--- src/chrp_consts.svh ---
/*
  constants of the host register port: special function register
  addresses, index register fields, reset values and buffer locations.
  assumes it is included by bare name from chrp_regmem, chrp_serial and chrp_port.
*/
`ifndef CHRP_CONSTS_SVH
`define CHRP_CONSTS_SVH

// special function register addresses on the cpu side
`define CHRP_ADDR_STATUS    8'hD8
`define CHRP_ADDR_COMMAND   8'hD9
`define CHRP_ADDR_WINDOW    8'hDA
`define CHRP_ADDR_INDEX     8'hDB

// index register fields
`define CHRP_IDX_XFER_BIT   7
`define CHRP_IDX_RSVD_BIT   6
`define CHRP_IDX_STEP_BIT   5
`define CHRP_IDX_SEL_MSB    4
`define CHRP_IDX_RESET      8'h64
`define CHRP_IDX_WRITE_MASK 8'hBF

// command port read: reserved bits high
`define CHRP_CMD_RSVD_MASK  8'hE0

// descriptor byte two fields
`define CHRP_DSC_REMOTE_BIT 4
`define CHRP_DSC_LEN_MSB    3

// internal buffer locations
`define CHRP_TX_BASE        5'h0A
`define CHRP_TX_DATA0       5'h0C
`define CHRP_RX_BASE        5'h14
`define CHRP_RX_DATA0       5'h16
`define CHRP_INT_REG        5'h03
`define CHRP_LAST_LOC       5'h1F

// memory geometry
`define CHRP_MEM_DEPTH      32
`define CHRP_MAX_BYTES      4'h8

`endif

--- src/chrp_pkg.sv ---
/*
  types of the host register port.
  assumes chrp_consts.svh is on the include path.
*/
package chrp_pkg;
  // serialiser states, gray along idle -> load -> shift
  typedef enum logic [1:0] {
    CHRP_SER_IDLE  = 2'b00,
    CHRP_SER_LOAD  = 2'b01,
    CHRP_SER_SHIFT = 2'b11
  } chrp_ser_e;

  typedef logic [7:0] chrp_byte_t;
endpackage

--- src/chrp_regmem.sv ---
/*
  controller internal register file: 32 bytes, one write and one read
  port, registered read data.
  assumes a single clock and synchronous active high reset.
*/
`timescale 1ns/100ps
`include "chrp_consts.svh"

module chrp_regmem
  import chrp_pkg::*;
(
  // clock and reset
  input  wire logic       ref_clk_in,
  input  wire logic       reset_in,
  // write port
  input  wire logic       wr_en_in,
  input  wire logic [4:0] wr_addr_in,
  input  wire chrp_byte_t wr_data_in,
  // read port
  input  wire logic [4:0] rd_addr_in,
  output chrp_byte_t      rd_data_out
);

  chrp_byte_t mem_q [`CHRP_MEM_DEPTH];
  chrp_byte_t rd_q;
  chrp_byte_t rd_d;

  // read data from a register so the window sees a stable value
  always_comb begin
    rd_d = mem_q[rd_addr_in];
  end

  always_ff @(posedge ref_clk_in) begin
    if (reset_in) begin
      rd_q <= 8'h00;
    end else begin
      rd_q <= rd_d;
    end
  end

  // storage is not reset; software initialises the buffers
  always_ff @(posedge ref_clk_in) begin
    if (wr_en_in) begin
      mem_q[wr_addr_in] <= wr_data_in;
    end
  end

  assign rd_data_out = rd_q;

endmodule // chrp_regmem

--- src/chrp_serial.sv ---
/*
  data field serialiser: shifts data bytes msb first from the transmit
  buffer, starting at the first data location.
  assumes the caller supplies the byte count and returns registered
  memory data one cycle after the address; the next address is offered
  early so the first byte is already in the read register at load.
*/
`timescale 1ns/100ps
`include "chrp_consts.svh"

module chrp_serial
  import chrp_pkg::*;
(
  // clock and reset
  input  wire logic       ref_clk_in,
  input  wire logic       reset_in,
  // start and length
  input  wire logic       start_in,
  input  wire logic [3:0] count_in,
  // memory read side
  output logic [4:0]      addr_out,
  input  wire chrp_byte_t data_in,
  // serial output
  output logic            bit_out,
  output logic            bit_valid_out,
  output logic            busy_out
);

  chrp_ser_e  state_q, state_d;
  chrp_byte_t shreg_q, shreg_d;
  logic [2:0] bitn_q, bitn_d;
  logic [3:0] left_q, left_d;
  logic [4:0] addr_q, addr_d;

  // next state of the serialiser
  always_comb begin
    state_d = state_q;
    shreg_d = shreg_q;
    bitn_d  = bitn_q;
    left_d  = left_q;
    addr_d  = addr_q;
    unique case (state_q)
      CHRP_SER_IDLE: begin
        if (start_in && count_in != 4'h0) begin
          addr_d  = `CHRP_TX_DATA0;
          left_d  = count_in;
          state_d = CHRP_SER_LOAD;
        end
      end
      CHRP_SER_LOAD: begin
        shreg_d = data_in;
        bitn_d  = 3'h7;
        left_d  = left_q - 4'h1;
        addr_d  = addr_q + 5'h01;
        state_d = CHRP_SER_SHIFT;
      end
      CHRP_SER_SHIFT: begin
        shreg_d = {shreg_q[6:0], 1'b0};
        bitn_d  = bitn_q - 3'h1;
        if (bitn_q == 3'h0) begin
          state_d = (left_q == 4'h0) ? CHRP_SER_IDLE : CHRP_SER_LOAD;
        end
      end
      default: state_d = CHRP_SER_IDLE;
    endcase
  end

  always_ff @(posedge ref_clk_in) begin
    if (reset_in) begin
      state_q <= CHRP_SER_IDLE;
      shreg_q <= 8'h00;
      bitn_q  <= 3'h0;
      left_q  <= 4'h0;
      addr_q  <= 5'h00;
    end else begin
      state_q <= state_d;
      shreg_q <= shreg_d;
      bitn_q  <= bitn_d;
      left_q  <= left_d;
      addr_q  <= addr_d;
    end
  end

  // next address, so the registered read lines up with the load step
  assign addr_out      = addr_d;
  assign bit_out       = shreg_q[7];
  assign bit_valid_out = (state_q == CHRP_SER_SHIFT);
  assign busy_out      = (state_q != CHRP_SER_IDLE);

endmodule // chrp_serial

--- src/chrp_port.sv ---
/*
  host register port of the can controller: index, data window,
  command/interrupt port and status/ram pointer port, plus decoding of
  the transmit descriptor into frame type and byte count.
  assumes cpu strobes are single-cycle on ref_clk_in, and that the
  protocol engine drives flags and status levels on the same clock.
*/
`timescale 1ns/100ps
`include "chrp_consts.svh"

module chrp_port
  import chrp_pkg::*;
(
  // clock and reset
  input  wire logic       ref_clk_in,
  input  wire logic       reset_in,
  // cpu special function register access
  input  wire logic [7:0] sfr_addr_in,
  input  wire logic       sfr_rd_in,
  input  wire logic       sfr_wr_in,
  input  wire logic [7:0] sfr_wdata_in,
  output logic [7:0]      sfr_rdata_out,
  // controller state from the protocol engine
  input  wire logic [4:0] irq_flags_in,
  input  wire logic [7:0] ctrl_status_in,
  // command register toward the protocol engine
  output logic [7:0]      command_out,
  output logic            command_stb_out,
  // block transfer engine handshake
  output logic [7:0]      ram_pointer_out,
  output logic            xfer_start_out,
  input  wire logic       xfer_done_in,
  // frame set-up derived from the transmit descriptor
  input  wire logic       send_start_in,
  output logic            remote_frame_out,
  output logic [3:0]      byte_count_out,
  output logic [4:0]      rx_data_base_out,
  output logic            tx_bit_out,
  output logic            tx_bit_valid_out,
  output logic            tx_busy_out
);

  //////////////////////////////////////////////////////////////////////////
  // cpu decode

  logic hit_sta, hit_cmd, hit_win, hit_idx;
  assign hit_sta = (sfr_addr_in == `CHRP_ADDR_STATUS);
  assign hit_cmd = (sfr_addr_in == `CHRP_ADDR_COMMAND);
  assign hit_win = (sfr_addr_in == `CHRP_ADDR_WINDOW);
  assign hit_idx = (sfr_addr_in == `CHRP_ADDR_INDEX);

  //////////////////////////////////////////////////////////////////////////
  // host registers

  chrp_byte_t index_q, index_d;
  chrp_byte_t cmd_q, cmd_d;
  chrp_byte_t ramp_q, ramp_d;
  chrp_byte_t dscr_q, dscr_d;
  logic       cstb_q, cstb_d;
  logic       xstart_q, xstart_d;
  logic       win_acc;
  logic [4:0] sel;

  assign sel     = index_q[`CHRP_IDX_SEL_MSB:0];
  assign win_acc = hit_win && (sfr_rd_in || sfr_wr_in);

  // index, command, pointer and descriptor shadow next values
  always_comb begin
    index_d  = index_q;
    cmd_d    = cmd_q;
    ramp_d   = ramp_q;
    dscr_d   = dscr_q;
    cstb_d   = 1'b0;
    xstart_d = 1'b0;
    if (xfer_done_in) begin
      index_d[`CHRP_IDX_XFER_BIT] = 1'b0;
    end
    if (sfr_wr_in && hit_idx) begin
      // bit 6 written as zero so it cannot steer anything
      index_d = sfr_wdata_in & `CHRP_IDX_WRITE_MASK;
      xstart_d = sfr_wdata_in[`CHRP_IDX_XFER_BIT];
    end else if (win_acc && index_q[`CHRP_IDX_STEP_BIT]) begin
      // stepping past the last location drops auto step mode
      if (sel == `CHRP_LAST_LOC) begin
        index_d[`CHRP_IDX_STEP_BIT] = 1'b0;
      end
      index_d[`CHRP_IDX_SEL_MSB:0] = sel + 5'h01;
    end
    if (sfr_wr_in && hit_cmd) begin
      cmd_d  = sfr_wdata_in;
      cstb_d = 1'b1;
    end
    if (sfr_wr_in && hit_sta) begin
      ramp_d = sfr_wdata_in;
    end
    if (sfr_wr_in && hit_win && sel == `CHRP_TX_BASE + 5'h01) begin
      dscr_d = sfr_wdata_in;
    end
  end

  always_ff @(posedge ref_clk_in) begin
    if (reset_in) begin
      index_q  <= `CHRP_IDX_RESET;
      cmd_q    <= 8'h00;
      ramp_q   <= 8'h00;
      dscr_q   <= 8'h00;
      cstb_q   <= 1'b0;
      xstart_q <= 1'b0;
    end else begin
      index_q  <= index_d;
      cmd_q    <= cmd_d;
      ramp_q   <= ramp_d;
      dscr_q   <= dscr_d;
      cstb_q   <= cstb_d;
      xstart_q <= xstart_d;
    end
  end

  //////////////////////////////////////////////////////////////////////////
  // internal register file and serialiser share one read port

  chrp_byte_t mem_rdata;
  logic [4:0] ser_addr;
  logic [4:0] rd_addr;
  logic       ser_busy;

  // serialiser owns the read port from its start strobe on, so the
  // first data byte is fetched before the load step; cpu must wait
  assign rd_addr = (ser_busy || send_start_in) ? ser_addr : sel;

  chrp_regmem u_mem (
    .ref_clk_in  (ref_clk_in),
    .reset_in    (reset_in),
    .wr_en_in    (sfr_wr_in && hit_win),
    .wr_addr_in  (sel),
    .wr_data_in  (sfr_wdata_in),
    .rd_addr_in  (rd_addr),
    .rd_data_out (mem_rdata)
  );

  //////////////////////////////////////////////////////////////////////////
  // descriptor decode

  logic       remote;
  logic [3:0] len_code;
  logic [3:0] count;

  assign remote   = dscr_q[`CHRP_DSC_REMOTE_BIT];
  assign len_code = dscr_q[`CHRP_DSC_LEN_MSB:0];
  // plain binary weighting 8/4/2/1; remote frames carry no data
  assign count    = remote ? 4'h0 : len_code;

  chrp_serial u_ser (
    .ref_clk_in    (ref_clk_in),
    .reset_in      (reset_in),
    .start_in      (send_start_in),
    .count_in      (count),
    .addr_out      (ser_addr),
    .data_in       (mem_rdata),
    .bit_out       (tx_bit_out),
    .bit_valid_out (tx_bit_valid_out),
    .busy_out      (ser_busy)
  );

  //////////////////////////////////////////////////////////////////////////
  // cpu read mux: read and write of command/status differ

  chrp_byte_t rdata_q, rdata_d;

  // registered read data, valid the cycle after the read strobe
  always_comb begin
    rdata_d = rdata_q;
    if (sfr_rd_in) begin
      unique case (1'b1)
        hit_cmd: rdata_d = `CHRP_CMD_RSVD_MASK | {3'h0, irq_flags_in};
        hit_sta: rdata_d = ctrl_status_in;
        hit_win: rdata_d = mem_rdata;
        // reserved bit 6 always reads high
        hit_idx: rdata_d = index_q | 8'h40;
        default: rdata_d = 8'hFF;
      endcase
    end
  end

  always_ff @(posedge ref_clk_in) begin
    if (reset_in) begin
      rdata_q <= 8'h00;
    end else begin
      rdata_q <= rdata_d;
    end
  end

  //////////////////////////////////////////////////////////////////////////
  // outputs

  assign sfr_rdata_out    = rdata_q;
  assign command_out      = cmd_q;
  assign command_stb_out  = cstb_q;
  assign ram_pointer_out  = ramp_q;
  assign xfer_start_out   = xstart_q;
  assign remote_frame_out = remote;
  assign byte_count_out   = count;
  assign rx_data_base_out = `CHRP_RX_DATA0;
  assign tx_busy_out      = ser_busy;

endmodule // chrp_port

--- config.mk ---
export PLATFORM = sky130hd
export DESIGN_NAME = chrp_port
export DESIGN_NICKNAME = d
export VERILOG_FILES = /design/src/chrp_pkg.sv /design/src/chrp_regmem.sv /design/src/chrp_serial.sv /design/src/chrp_port.sv
export VERILOG_INCLUDE_DIRS = /design/src
export SDC_FILE = /design/constraint.sdc
export NUM_CORES = 1
export LEC_CHECK = 0
export BUFFER_PORTS_ARGS = -buffer_cell sky130_fd_sc_hd__buf_2
export CELL_PAD_IN_SITES_DETAIL_PLACEMENT = 0
export CELL_PAD_IN_SITES_GLOBAL_PLACEMENT = 1
export CORE_MARGIN = 4
export CORE_UTILIZATION = 45
export DETAILED_ROUTE_END_ITERATION = 10
export PLACE_DENSITY_LB_ADDON = 0.1
export SYNTH_ARGS = -nofsm -noshare
export SYNTH_HDL_FRONTEND = slang
export SYNTH_SLANG_ARGS = --single-unit
--- constraint.sdc ---
create_clock -name ref_clk_in -period 6.4 [get_ports ref_clk_in]
set_clock_uncertainty 0.05 [all_clocks]
set_input_delay 0.32 -clock ref_clk_in [delete_from_list [all_inputs] [get_ports ref_clk_in]]
set_output_delay 0.32 -clock ref_clk_in [all_outputs]
set_load 0.02 [all_outputs]
==> impl_metrics.py, run 1 <==
metrics = {
    "worst_setup_path": {
        "cpMaxStageDelayCell": "a2111oi_0",
        "crit_type": "register to register",
        "crit_fanout": 76,
        "arrival_ns": 4.36,
        "max_stage_delay_ns": 1.20,
        "cp-end-kind": "register",
        "worstPathRequired_ns": 6.68,
        "cp-start-kind": "register",
        "cp_cell_sequence": "nor2b_1, o221ai_4, buf_4, nand2_4, a211oi_1, nor4_1, a2111oi_0, nand4_1",
    },
    "placement": {
        "place.gp.congestion": 0.819,
        "dp.final_hpwl_um": 21600,
        "numPortBuffers": 68,
    },
    "sta": {
        "slew_headroom": 0.0355,
        "period_share": 0.638,
        "period_minus_slack_ns": 4.08,
        "maxSlewViolCount": 0,
        "worst_pin_slew_ns": 1.41,
        "fmax_mhz": 245,
        "grt_setup_unrepaired": "no",
        "hold_viol": 0,
        "fin_tns_setup_ns": 0,
        "setup_viol_count_final": 0,
    },
    "worst_hold_path": {
        "hold_class": "primary input to register",
    },
    "final_layout": {
        "multiInputGateArea_um2": 3980,
        "seq_area_um2": 9050,
        "fillers": 2569,
        "final_util": 0.517,
        "drive_above_1_share": 0.138,
        "antenna_cells": 0,
        "syn2layout_area_growth_pct": 13.5,
        "layout.nets": 1160,
    },
    "route": {
        "via_per_inst": 5.74,
        "wl_per_cell_um": 23.2,
        "drt_iter0_drc": 772,
        "wl_um": 35600,
        "vias": 8795,
        "dr.pass1.iters": 5,
        "antenna_left": 0,
        "drcViolationCount": 0,
    },
    "synth": {
        "ys.flop_type": "edfxtp_1",
        "synth_area_leaders": "edfxtp_1 57%, dfxtp_1 10%, a21oi_1 4.2%, nand2_1 3.5%, mux2i_1 3.0%",
        "syn_avg_cell_area_um2": 12.5,
        "yosysWarnings": 0,
        "ys_types": 58,
        "synthesis.area_um2": 13500,
        "synth-seq-cells": 324,
        "synth_top_area_frac": 0.571,
        "synth_top_area_cell": "edfxtp_1",
        "synth_seq_area_share": 0.672,
        "synthArstFlopShare": 0,
        "synthCells": 1076,
        "synth-edff-count": 256,
    },
    "global_route": {
        "grt_pass1_wl_um": 53800,
        "grt_overflow": 0,
        "track_usage": 0.212,
        "grt_antenna_before_repair": 1,
        "grt_max_degree": 77,
        "grt_pass1_vias": 8672,
    },
    "floorplanning": {
        "rows": 63,
        "start_util": 0.455,
        "fp.dieH_um": 181,
        "core_um2": 29600,
        "die_area_um2": 32700,
        "dieWidth_um": 181,
        "io_pins": 74,
    },
    "clock_tree": {
        "cts-resized-gates": 0,
        "root_buffer": "clkbuf_16",
        "cts_setup_buffers": 0,
        "cts_num_sinks": 324,
        "clock_path_buffers": 3,
        "cts_tree": "built",
        "cts-buffers-inserted": 36,
        "htreeDepth": 2,
        "cts.clk_slew.worst_paths_ns": 0.06,
        "insertion_delay_ns": 0.52,
        "hold_buffers": 0,
    },
    "flow_run": {
        "max_cap_violations": 0,
    },
    "power_and_ir_drop": {
        "p_per_area_nw_per_um2": 304,
        "p_leak_uw": 0.00530,
        "ir_drop_v": 0.000145,
    },
    "run_status": {
        "status": "finished, final reports clean",
    },
}
==> metal layers <==
metal,wire length (µm),vias up,part of all wire,track usage
li1,-,4148,-,-
met1,16700,4338,0.47,0.311
met2,16100,241,0.45,0.329
met3,1780,66,0.050,0.0378
met4,911,2,0.026,0.0576
met5,13,-,0.00037,0
==> sequential cells by signal, summed over array words and instances (netlist names) <==
register / count
u_ser.bitn_q: 3
u_ser.addr_q: 5
u_mem.mem_q: 256
command_stb_out: 1
index_q: 7
command_out: 8
u_mem.rd_data_out: 8
sfr_rdata_out: 8
ram_pointer_out: 8
dscr_q: 5
u_ser.shreg_q: 8
xfer_start_out: 1
u_ser.state_q: 2
u_ser.left_q: 4
==> cell usage after synthesis (all sizes together), types with 2 or more instances <==
master and number:
ha 9, conb 2, o211ai 5, nand3 14, mux2i 40, clkbuf 37, nand2 125, nor2 86
a31oi 4, buf 43, o22ai 3, mux2 3, edfxtp 256, a2111oi 8, inv 13, and2 7
nand3b 4, a311oi 4, nand4 11, a21oi 114, or2 6, and3 36, nor4 18, nor3 7
a221o 8, a211oi 42, nor2b 12, nor3b 3, a31o 2, a221oi 12, nand2b 5, a22oi 48
or3b 2, dfxtp 68, o21ai 6
==> worst max-delay path: cells and delay by family, from the launching register on <==
kind / cells / cell delay [ns]
DFF: 1 / 0.69
and+or+nand+nor: 4 / 0.98
buffers and inverters: 1 / 0.32
AOI/OAI and AO/OA: 3 / 1.79
==> cells in the final DEF, fill, tap and decap left out, types with 14 or more instances in the layout <==
cell       synthesis  final
nand2_1          125    124
mux2i_1           40     40
dfxtp_1           68     68
a21oi_1          113    113
a22oi_1           48     48
clkbuf_16          0     38
a211oi_1          42     42
nand3_1           14     14
buf_2             22     69
nor2_1            86     86
nor4_1            17     17
edfxtp_1         256    256
and3_1            36     36
==> report_power, final <==
part           internal (µW)  switching (µW)  total [µW]
sequential              2280            9.15        2290
combinational           28.5            86.9         115
clock                   1410             840        2250
total                   3710             936        4650
==> path summary, 6_finish.rpt <==
check / from / endpoint / slack, ns / cells after the start
worst max-delay path: u_ser.state_q[0] / u_mem.rd_data_out[7] / 2.32 / 8
worst max register to register: u_ser.state_q[0] / u_mem.rd_data_out[7] / 2.32 / 8
worst min register to register: ram_pointer_out[4] / ram_pointer_out[4] / 0.40 / 2
worst min-delay path: ctrl_status_in[4] / sfr_rdata_out[4] / 0.04 / 3
==> cell families after synthesis <==
family / count (synthesis) / share of synthesized area
AOI/OAI and AO/OA: 265 / 0.131
adders and majority gates: 9 / 0.00837
buffers and inverters: 93 / 0.0352
DFF: 324 / 0.672
muxes: 43 / 0.0323
other: 2 / 0.000558
and+or+nand+nor: 340 / 0.120
==> layout make-up <==
cell class              instances  share of cell area
multi-input cells             662               0.260
clock buffers                  41              0.0630
flip-flops and latches        324               0.592
clock inverters                24              0.0222
inverters                      13             0.00319
repair buffers                 79              0.0275
well taps                     390              0.0319
==> metrics by stage <==
stage / std cells / total power, µW / setup slack (ns) / cell area [µm²] / hold slack [ns]
global placement: 1467 / 2450 / 2.05 / 14000 / 0.392
detailed placement: 1468 / 2450 / 2.38 / 14000 / 0.397
global route: 1533 / 4800 / 1.90 / 15300 / 0.0427
CTS: 1533 / 4680 / 2.37 / 15300 / 0.0242
finish: 1533 / 4650 / 2.32 / 15300 / 0.0398
floorplan: 1079 / 2380 / 4.06 / 13500 / 0.369
Note: power is estimated with default switching activity, not from simulation.
==> inputs of run 2 (changes only) <==
- clock period: 6.4 -> 3.5 ns (I/O delays scaled with it)
==> run 2 against run 1 <==
Combinational power is 95% higher. Sequential power is 83% higher. Worst hold slack better by 0.064 ns. Critical path depth stayed put. Via count is 2.4% higher. Sequential cell count stayed put. Fmax is 21% higher. Die area stayed put. Global-route usage is 0.42 points higher. Critical endpoint is now u_mem.rd_data_out[6].
==> impl_metrics.py, run 2 (synthesized netlist as in run 1, its figures left out) <==
metrics = {
    "sta": {
        "hold_ws_ns": 0.103,
        "grt_setup_unrepaired": "no",
        "period_share": 0.962,
        "hold_viol": 0,
        "fin_ws_ns": 0.134,
        "worst_pin_slew_ns": 1.08,
        "period_minus_slack_ns": 3.37,
        "setup_viol_count_final": 0,
        "fin_tns_setup_ns": 0,
        "maxSlewViolCount": 0,
        "fmax_mhz": 297,
        "slew_headroom": 0.283,
    },
    "flow_run": {
        "max_cap_violations": 0,
    },
    "route": {
        "antenna_left": 0,
        "drt_iter0_drc": 697,
        "via_per_inst": 5.72,
        "wl_per_cell_um": 22.7,
        "dr.pass1.iters": 5,
        "drcViolationCount": 0,
        "wl_um": 35800,
        "vias": 9007,
    },
    "final_layout": {
        "multiInputGateArea_um2": 3990,
        "final_cell_mix": "256 x edfxtp_1, 124 x nand2_1, 113 x a21oi_1",
        "antenna_cells": 0,
        "syn2layout_area_growth_pct": 15.0,
        "drive_above_1_share": 0.153,
        "largest_register_ffs": 256,
        "final_cells": 1576,
        "fillers": 2604,
        "layout.nets": 1205,
        "seq_area_um2": 9050,
        "top_register": "u_mem.mem_q",
        "final_common_cell": "edfxtp_1",
        "final_util": 0.524,
    },
    "run_status": {
        "status": "finished, final reports clean",
    },
    "worst_setup_path": {
        "worstPathRequired_ns": 3.82,
        "cp-end-kind": "register",
        "crit_type": "register to register",
        "crit_start": "dscr_q[1]",
        "cp-start-kind": "register",
        "r2r_start": "dscr_q[1]",
        "crit_fanout": 29,
        "arrival_ns": 3.68,
    },
    "clock_tree": {
        "insertion_delay_ns": 0.51,
        "root_buffer": "clkbuf_16",
        "cts-buffers-inserted": 36,
        "cts_num_sinks": 324,
        "cts.clk_slew.worst_paths_ns": 0.06,
        "htreeDepth": 2,
        "cts_tree": "built",
        "clock_path_buffers": 3,
    },
    "global_route": {
        "grt_max_degree": 57,
        "track_usage": 0.216,
        "grt_antenna_before_repair": 0,
        "grt_pass1_vias": 8937,
        "grt_overflow": 0,
        "grt_pass1_wl_um": 54800,
    },
    "worst_hold_path": {
        "hold_class": "primary input to register",
        "hold_start": "irq_flags_in[1]",
    },
    "power_and_ir_drop": {
        "ir_drop_v": 0.000518,
        "p_per_area_nw_per_um2": 511,
        "p_leak_uw": 0.00544,
    },
    "placement": {
        "dp_slack_ns": -0.0242,
        "numPortBuffers": 68,
        "dp.final_hpwl_um": 22400,
        "dp_cells": 1501,
        "place.gp.congestion": 0.829,
    },
    "floorplanning": {
        "fp.dieH_um": 181,
        "die_area_um2": 32700,
        "start_util": 0.455,
        "dieWidth_um": 181,
        "core_um2": 29600,
        "rows": 63,
        "io_pins": 74,
    },
}
[run 2: cell count changes in the layout (fill, tap and decap cells not counted), sizes merged]
cell         change
buf             +33
clkinv           +1
clkbuf           +4
bufinv           -7
dlygate4sd3     +12
inv              +1
clkinvlp         -1
[run 2: where the power goes]
part           switching [µW]  total (µW)  internal, µW  leakage [µW]
sequential               17.5        4180          4160       0.00285
combinational             161         224          63.1       0.00206
clock                    1470        3500          2030      0.000531
[run 2: path summary, 6_finish.rpt]
kind | to | slack [ns] | depth (start not counted)
max | u_mem.rd_data_out[6] | 0.13 | 8
min | sfr_rdata_out[1] | 0.10 | 5
max reg2reg | u_mem.rd_data_out[6] | 0.13 | 8
min reg2reg | ram_pointer_out[4] | 0.40 | 2
[run 2: metrics by stage]
stage          power [µW]  area, µm²
2_1_floorplan        4350      13500
3_3_place_gp         4480      14300
3_5_place_dp         4480      14300
4_1_cts              7980      15500
5_1_grt              8180      15500
6_report             7910      15500
[run 2: cell type report]
class                           count  area share
Clock buffer                       45      0.0624
Clock inverter                     18     0.00784
Inverter                           13     0.00315
Multi-Input combinational cell    662       0.257
Sequential cell                   324       0.584
Tap cell                          390      0.0315
Timing Repair Buffer              124      0.0535
[run 2: critical path, cell delays in order, from the launching register on]
cell	delay, ns
dfxtp_1	0.34
or4_4	0.55
a21oi_1	0.42
a311oi_4	0.39
buf_12	0.29
a211oi_1	0.19
nor4_1	0.07
a2111oi_0	0.75
nand4_1	0.16
[run 2: repair_timing]
item,CTS,global route
setup endpoints to repair,1,4
gates resized for setup,1,4
hold buffers,12,0
pin swaps,0,0
endpoints found under the hold margin,17,0
setup buffers,0,0
[run 2: metal layers]
layer  global-route usage  share of wire  up-vias
li1                     -              -     4244
met1                0.318           0.47     4460
met2                0.337           0.45      238
met3               0.0330          0.051       65
met4               0.0624          0.025        0
met5                    0              0        -
==> inputs of run 3 (changes only) <==
- REMOVE_ABC_BUFFERS: not set -> 1
==> run 3 against run 2 <==
Worst hold slack worse by 0.026 ns. Critical path depth is 1 lower. Register-to-register slack better by 0.03 ns. Count of clock-buffer cells in the layout stayed put. Global-route usage is 0.21 points higher. Final cell count is 0.38% higher. Wire length is 2.6% higher. First-iteration DRC count is 15% higher. Clock power hardly changed. Total power is 0.19% higher. Sequential share of layout area is 0.19 points lower.
==> impl_metrics.py, run 3 (synthesized netlist as in run 1, its figures left out) <==
metrics = {
    "clock_tree": {
        "cts-buffers-inserted": 35,
        "insertion_delay_ns": 0.52,
        "cts_setup_buffers": 0,
        "clock_path_buffers": 3,
        "cts_tree": "built",
        "htreeDepth": 2,
        "cts_num_sinks": 324,
        "cts.clk_slew.worst_paths_ns": 0.06,
        "root_buffer": "clkbuf_16",
    },
    "global_route": {
        "track_usage": 0.219,
        "grt_max_degree": 67,
        "grt_pass1_vias": 8757,
        "grt_pass1_wl_um": 55200,
        "grt_antenna_before_repair": 0,
        "grt_overflow": 0,
    },
    "worst_hold_path": {
        "min_path_cells": 5,
        "hold_end": "sfr_rdata_out[2]",
        "hold_class": "primary input to register",
        "hold_start": "irq_flags_in[2]",
    },
    "sta": {
        "grt_setup_unrepaired": "no",
        "fin_tns_setup_ns": 0,
        "hold_viol": 0,
        "setup_viol_count_final": 0,
        "maxSlewViolCount": 0,
        "fmax_mhz": 300,
        "slew_headroom": 0.381,
        "period_share": 0.953,
        "period_minus_slack_ns": 3.34,
        "worst_pin_slew_ns": 0.921,
    },
    "worst_setup_path": {
        "crit_buf_inv": 1,
        "reg2reg_to": "u_mem.rd_data_out[3]",
        "crit_type": "register to register",
        "crit_start": "dscr_q[1]",
        "rrSetupSlack_ns": 0.16,
        "cp-end-kind": "register",
        "ff2ff_path_depth": 7,
        "cp_top_family": "compound AO/OA/AOI/OAI gates",
        "r2r_start": "dscr_q[1]",
        "worstPathRequired_ns": 3.83,
        "cp_cell_sequence": "or4_4, a21oi_1, a311o_2, buf_12, a221oi_1, a2111oi_1, nand4_1",
        "crit_fanout": 64,
        "cpMaxStageDelayCell": "a2111oi_1",
        "max_stage_delay_ns": 0.65,
        "arrival_ns": 3.67,
        "cp-start-kind": "register",
    },
    "final_layout": {
        "final_cell_mix": "256 x edfxtp_1, 124 x nand2_1, 113 x a21oi_1",
        "seq_area_um2": 9050,
        "layout.nets": 1210,
        "antenna_cells": 0,
        "largest_register_ffs": 256,
        "top_register": "u_mem.mem_q",
        "multiInputGateArea_um2": 3990,
        "fillers": 2623,
        "syn2layout_area_growth_pct": 15.4,
        "final_common_cell": "edfxtp_1",
        "drive_above_1_share": 0.158,
    },
    "floorplanning": {
        "io_pins": 74,
        "core_um2": 29600,
        "rows": 63,
        "die_area_um2": 32700,
        "fp.dieH_um": 181,
        "dieWidth_um": 181,
        "start_util": 0.455,
    },
    "placement": {
        "dp.final_hpwl_um": 22300,
        "numPortBuffers": 68,
        "place.gp.congestion": 0.822,
    },
    "route": {
        "routed.top_layer": "met4",
        "wl_per_cell_um": 23.2,
        "drcViolationCount": 0,
        "wl_met3_um": 1860,
        "wl_um": 36800,
        "antenna_left": 0,
        "vias": 9073,
        "via_per_inst": 5.74,
        "route.met2.wl_um": 17500,
        "wl_met1_um": 16700,
        "drt_iter0_drc": 800,
        "dr.pass1.iters": 5,
    },
    "power_and_ir_drop": {
        "ir_drop_v": 0.000671,
        "p_leak_uw": 0.00548,
        "finalPower_uw": 7920,
        "p_per_area_nw_per_um2": 510,
    },
    "flow_run": {
        "max_cap_violations": 0,
    },
    "run_status": {
        "status": "finished, final reports clean",
    },
}
-- run 3: cell count changes in the layout (fill, tap and decap cells not counted), sizes merged --
cell         change
inv              -1
clkinvlp         -1
dlygate4sd3      -1
buf              +7
bufinv           +1
clkinv           +1
-- run 3: timing repair --
item                                    CTS  global route
gates resized for setup                   2             3
endpoints found under the setup margin    2             4
hold buffers                             11             0
hold endpoints to repair                 18             0
pin swaps                                 0             1
-- run 3: worst min-delay path: stages --
cell and delay [ns]:
buf_2 0.10, nand2_1 0.06, o211ai_1 0.08, a21oi_1 0.12, nor3_1 0.06
-- run 3: routing by layer --
metal  up-vias  GRT usage
li1       4252          -
met4         0     0.0495
met2       229      0.352
met1      4539      0.316
met3        53     0.0350
met5         -          0
-- run 3: per-stage QoR --
step | instance area [µm²] | utilization | worst slack, ns | hold WS [ns] | instances
after floorplan | 13000 | - | -1.11 | 0.194 | 999
after global placement | 14300 | 0.485 | -0.0325 | 0.393 | 1508
after detailed placement | 14300 | 0.485 | -0.0966 | 0.398 | 1508
after CTS | 15500 | 0.525 | 0.0770 | 0.0634 | 1582
after global routing | 15500 | 0.526 | 0.0208 | 0.142 | 1582
final | 15500 | 0.526 | 0.164 | 0.0771 | 1582
-- run 3: power by group --
group          switching (µW)  total [µW]  internal, µW  leakage, µW
clock network            1480        3520          2040     0.000531
logic                     161         223          61.9      0.00210
registers                18.6        4180          4160      0.00285
-- run 3: worst max-delay path by stage --
stage	end	slack (ns)	depth (start not counted)
2_1_floorplan	u_mem.rd_data_out[0]	-1.11	6
3_3_place_gp	u_mem.rd_data_out[4]	-0.03	7
3_5_place_dp	u_mem.rd_data_out[4]	-0.1	7
4_1_cts	u_mem.rd_data_out[4]	0.08	7
5_1_grt	u_mem.rd_data_out[3]	0.02	7
6_report	u_mem.rd_data_out[3]	0.16	7
-- run 3: cell type report --
type,count,area share
Sequential cell,324,0.582
Multi-Input combinational cell,662,0.257
Clock buffer,45,0.0602
Timing Repair Buffer,130,0.0569
Tap cell,390,0.0314
Clock inverter,18,0.00950
Inverter,13,0.00314
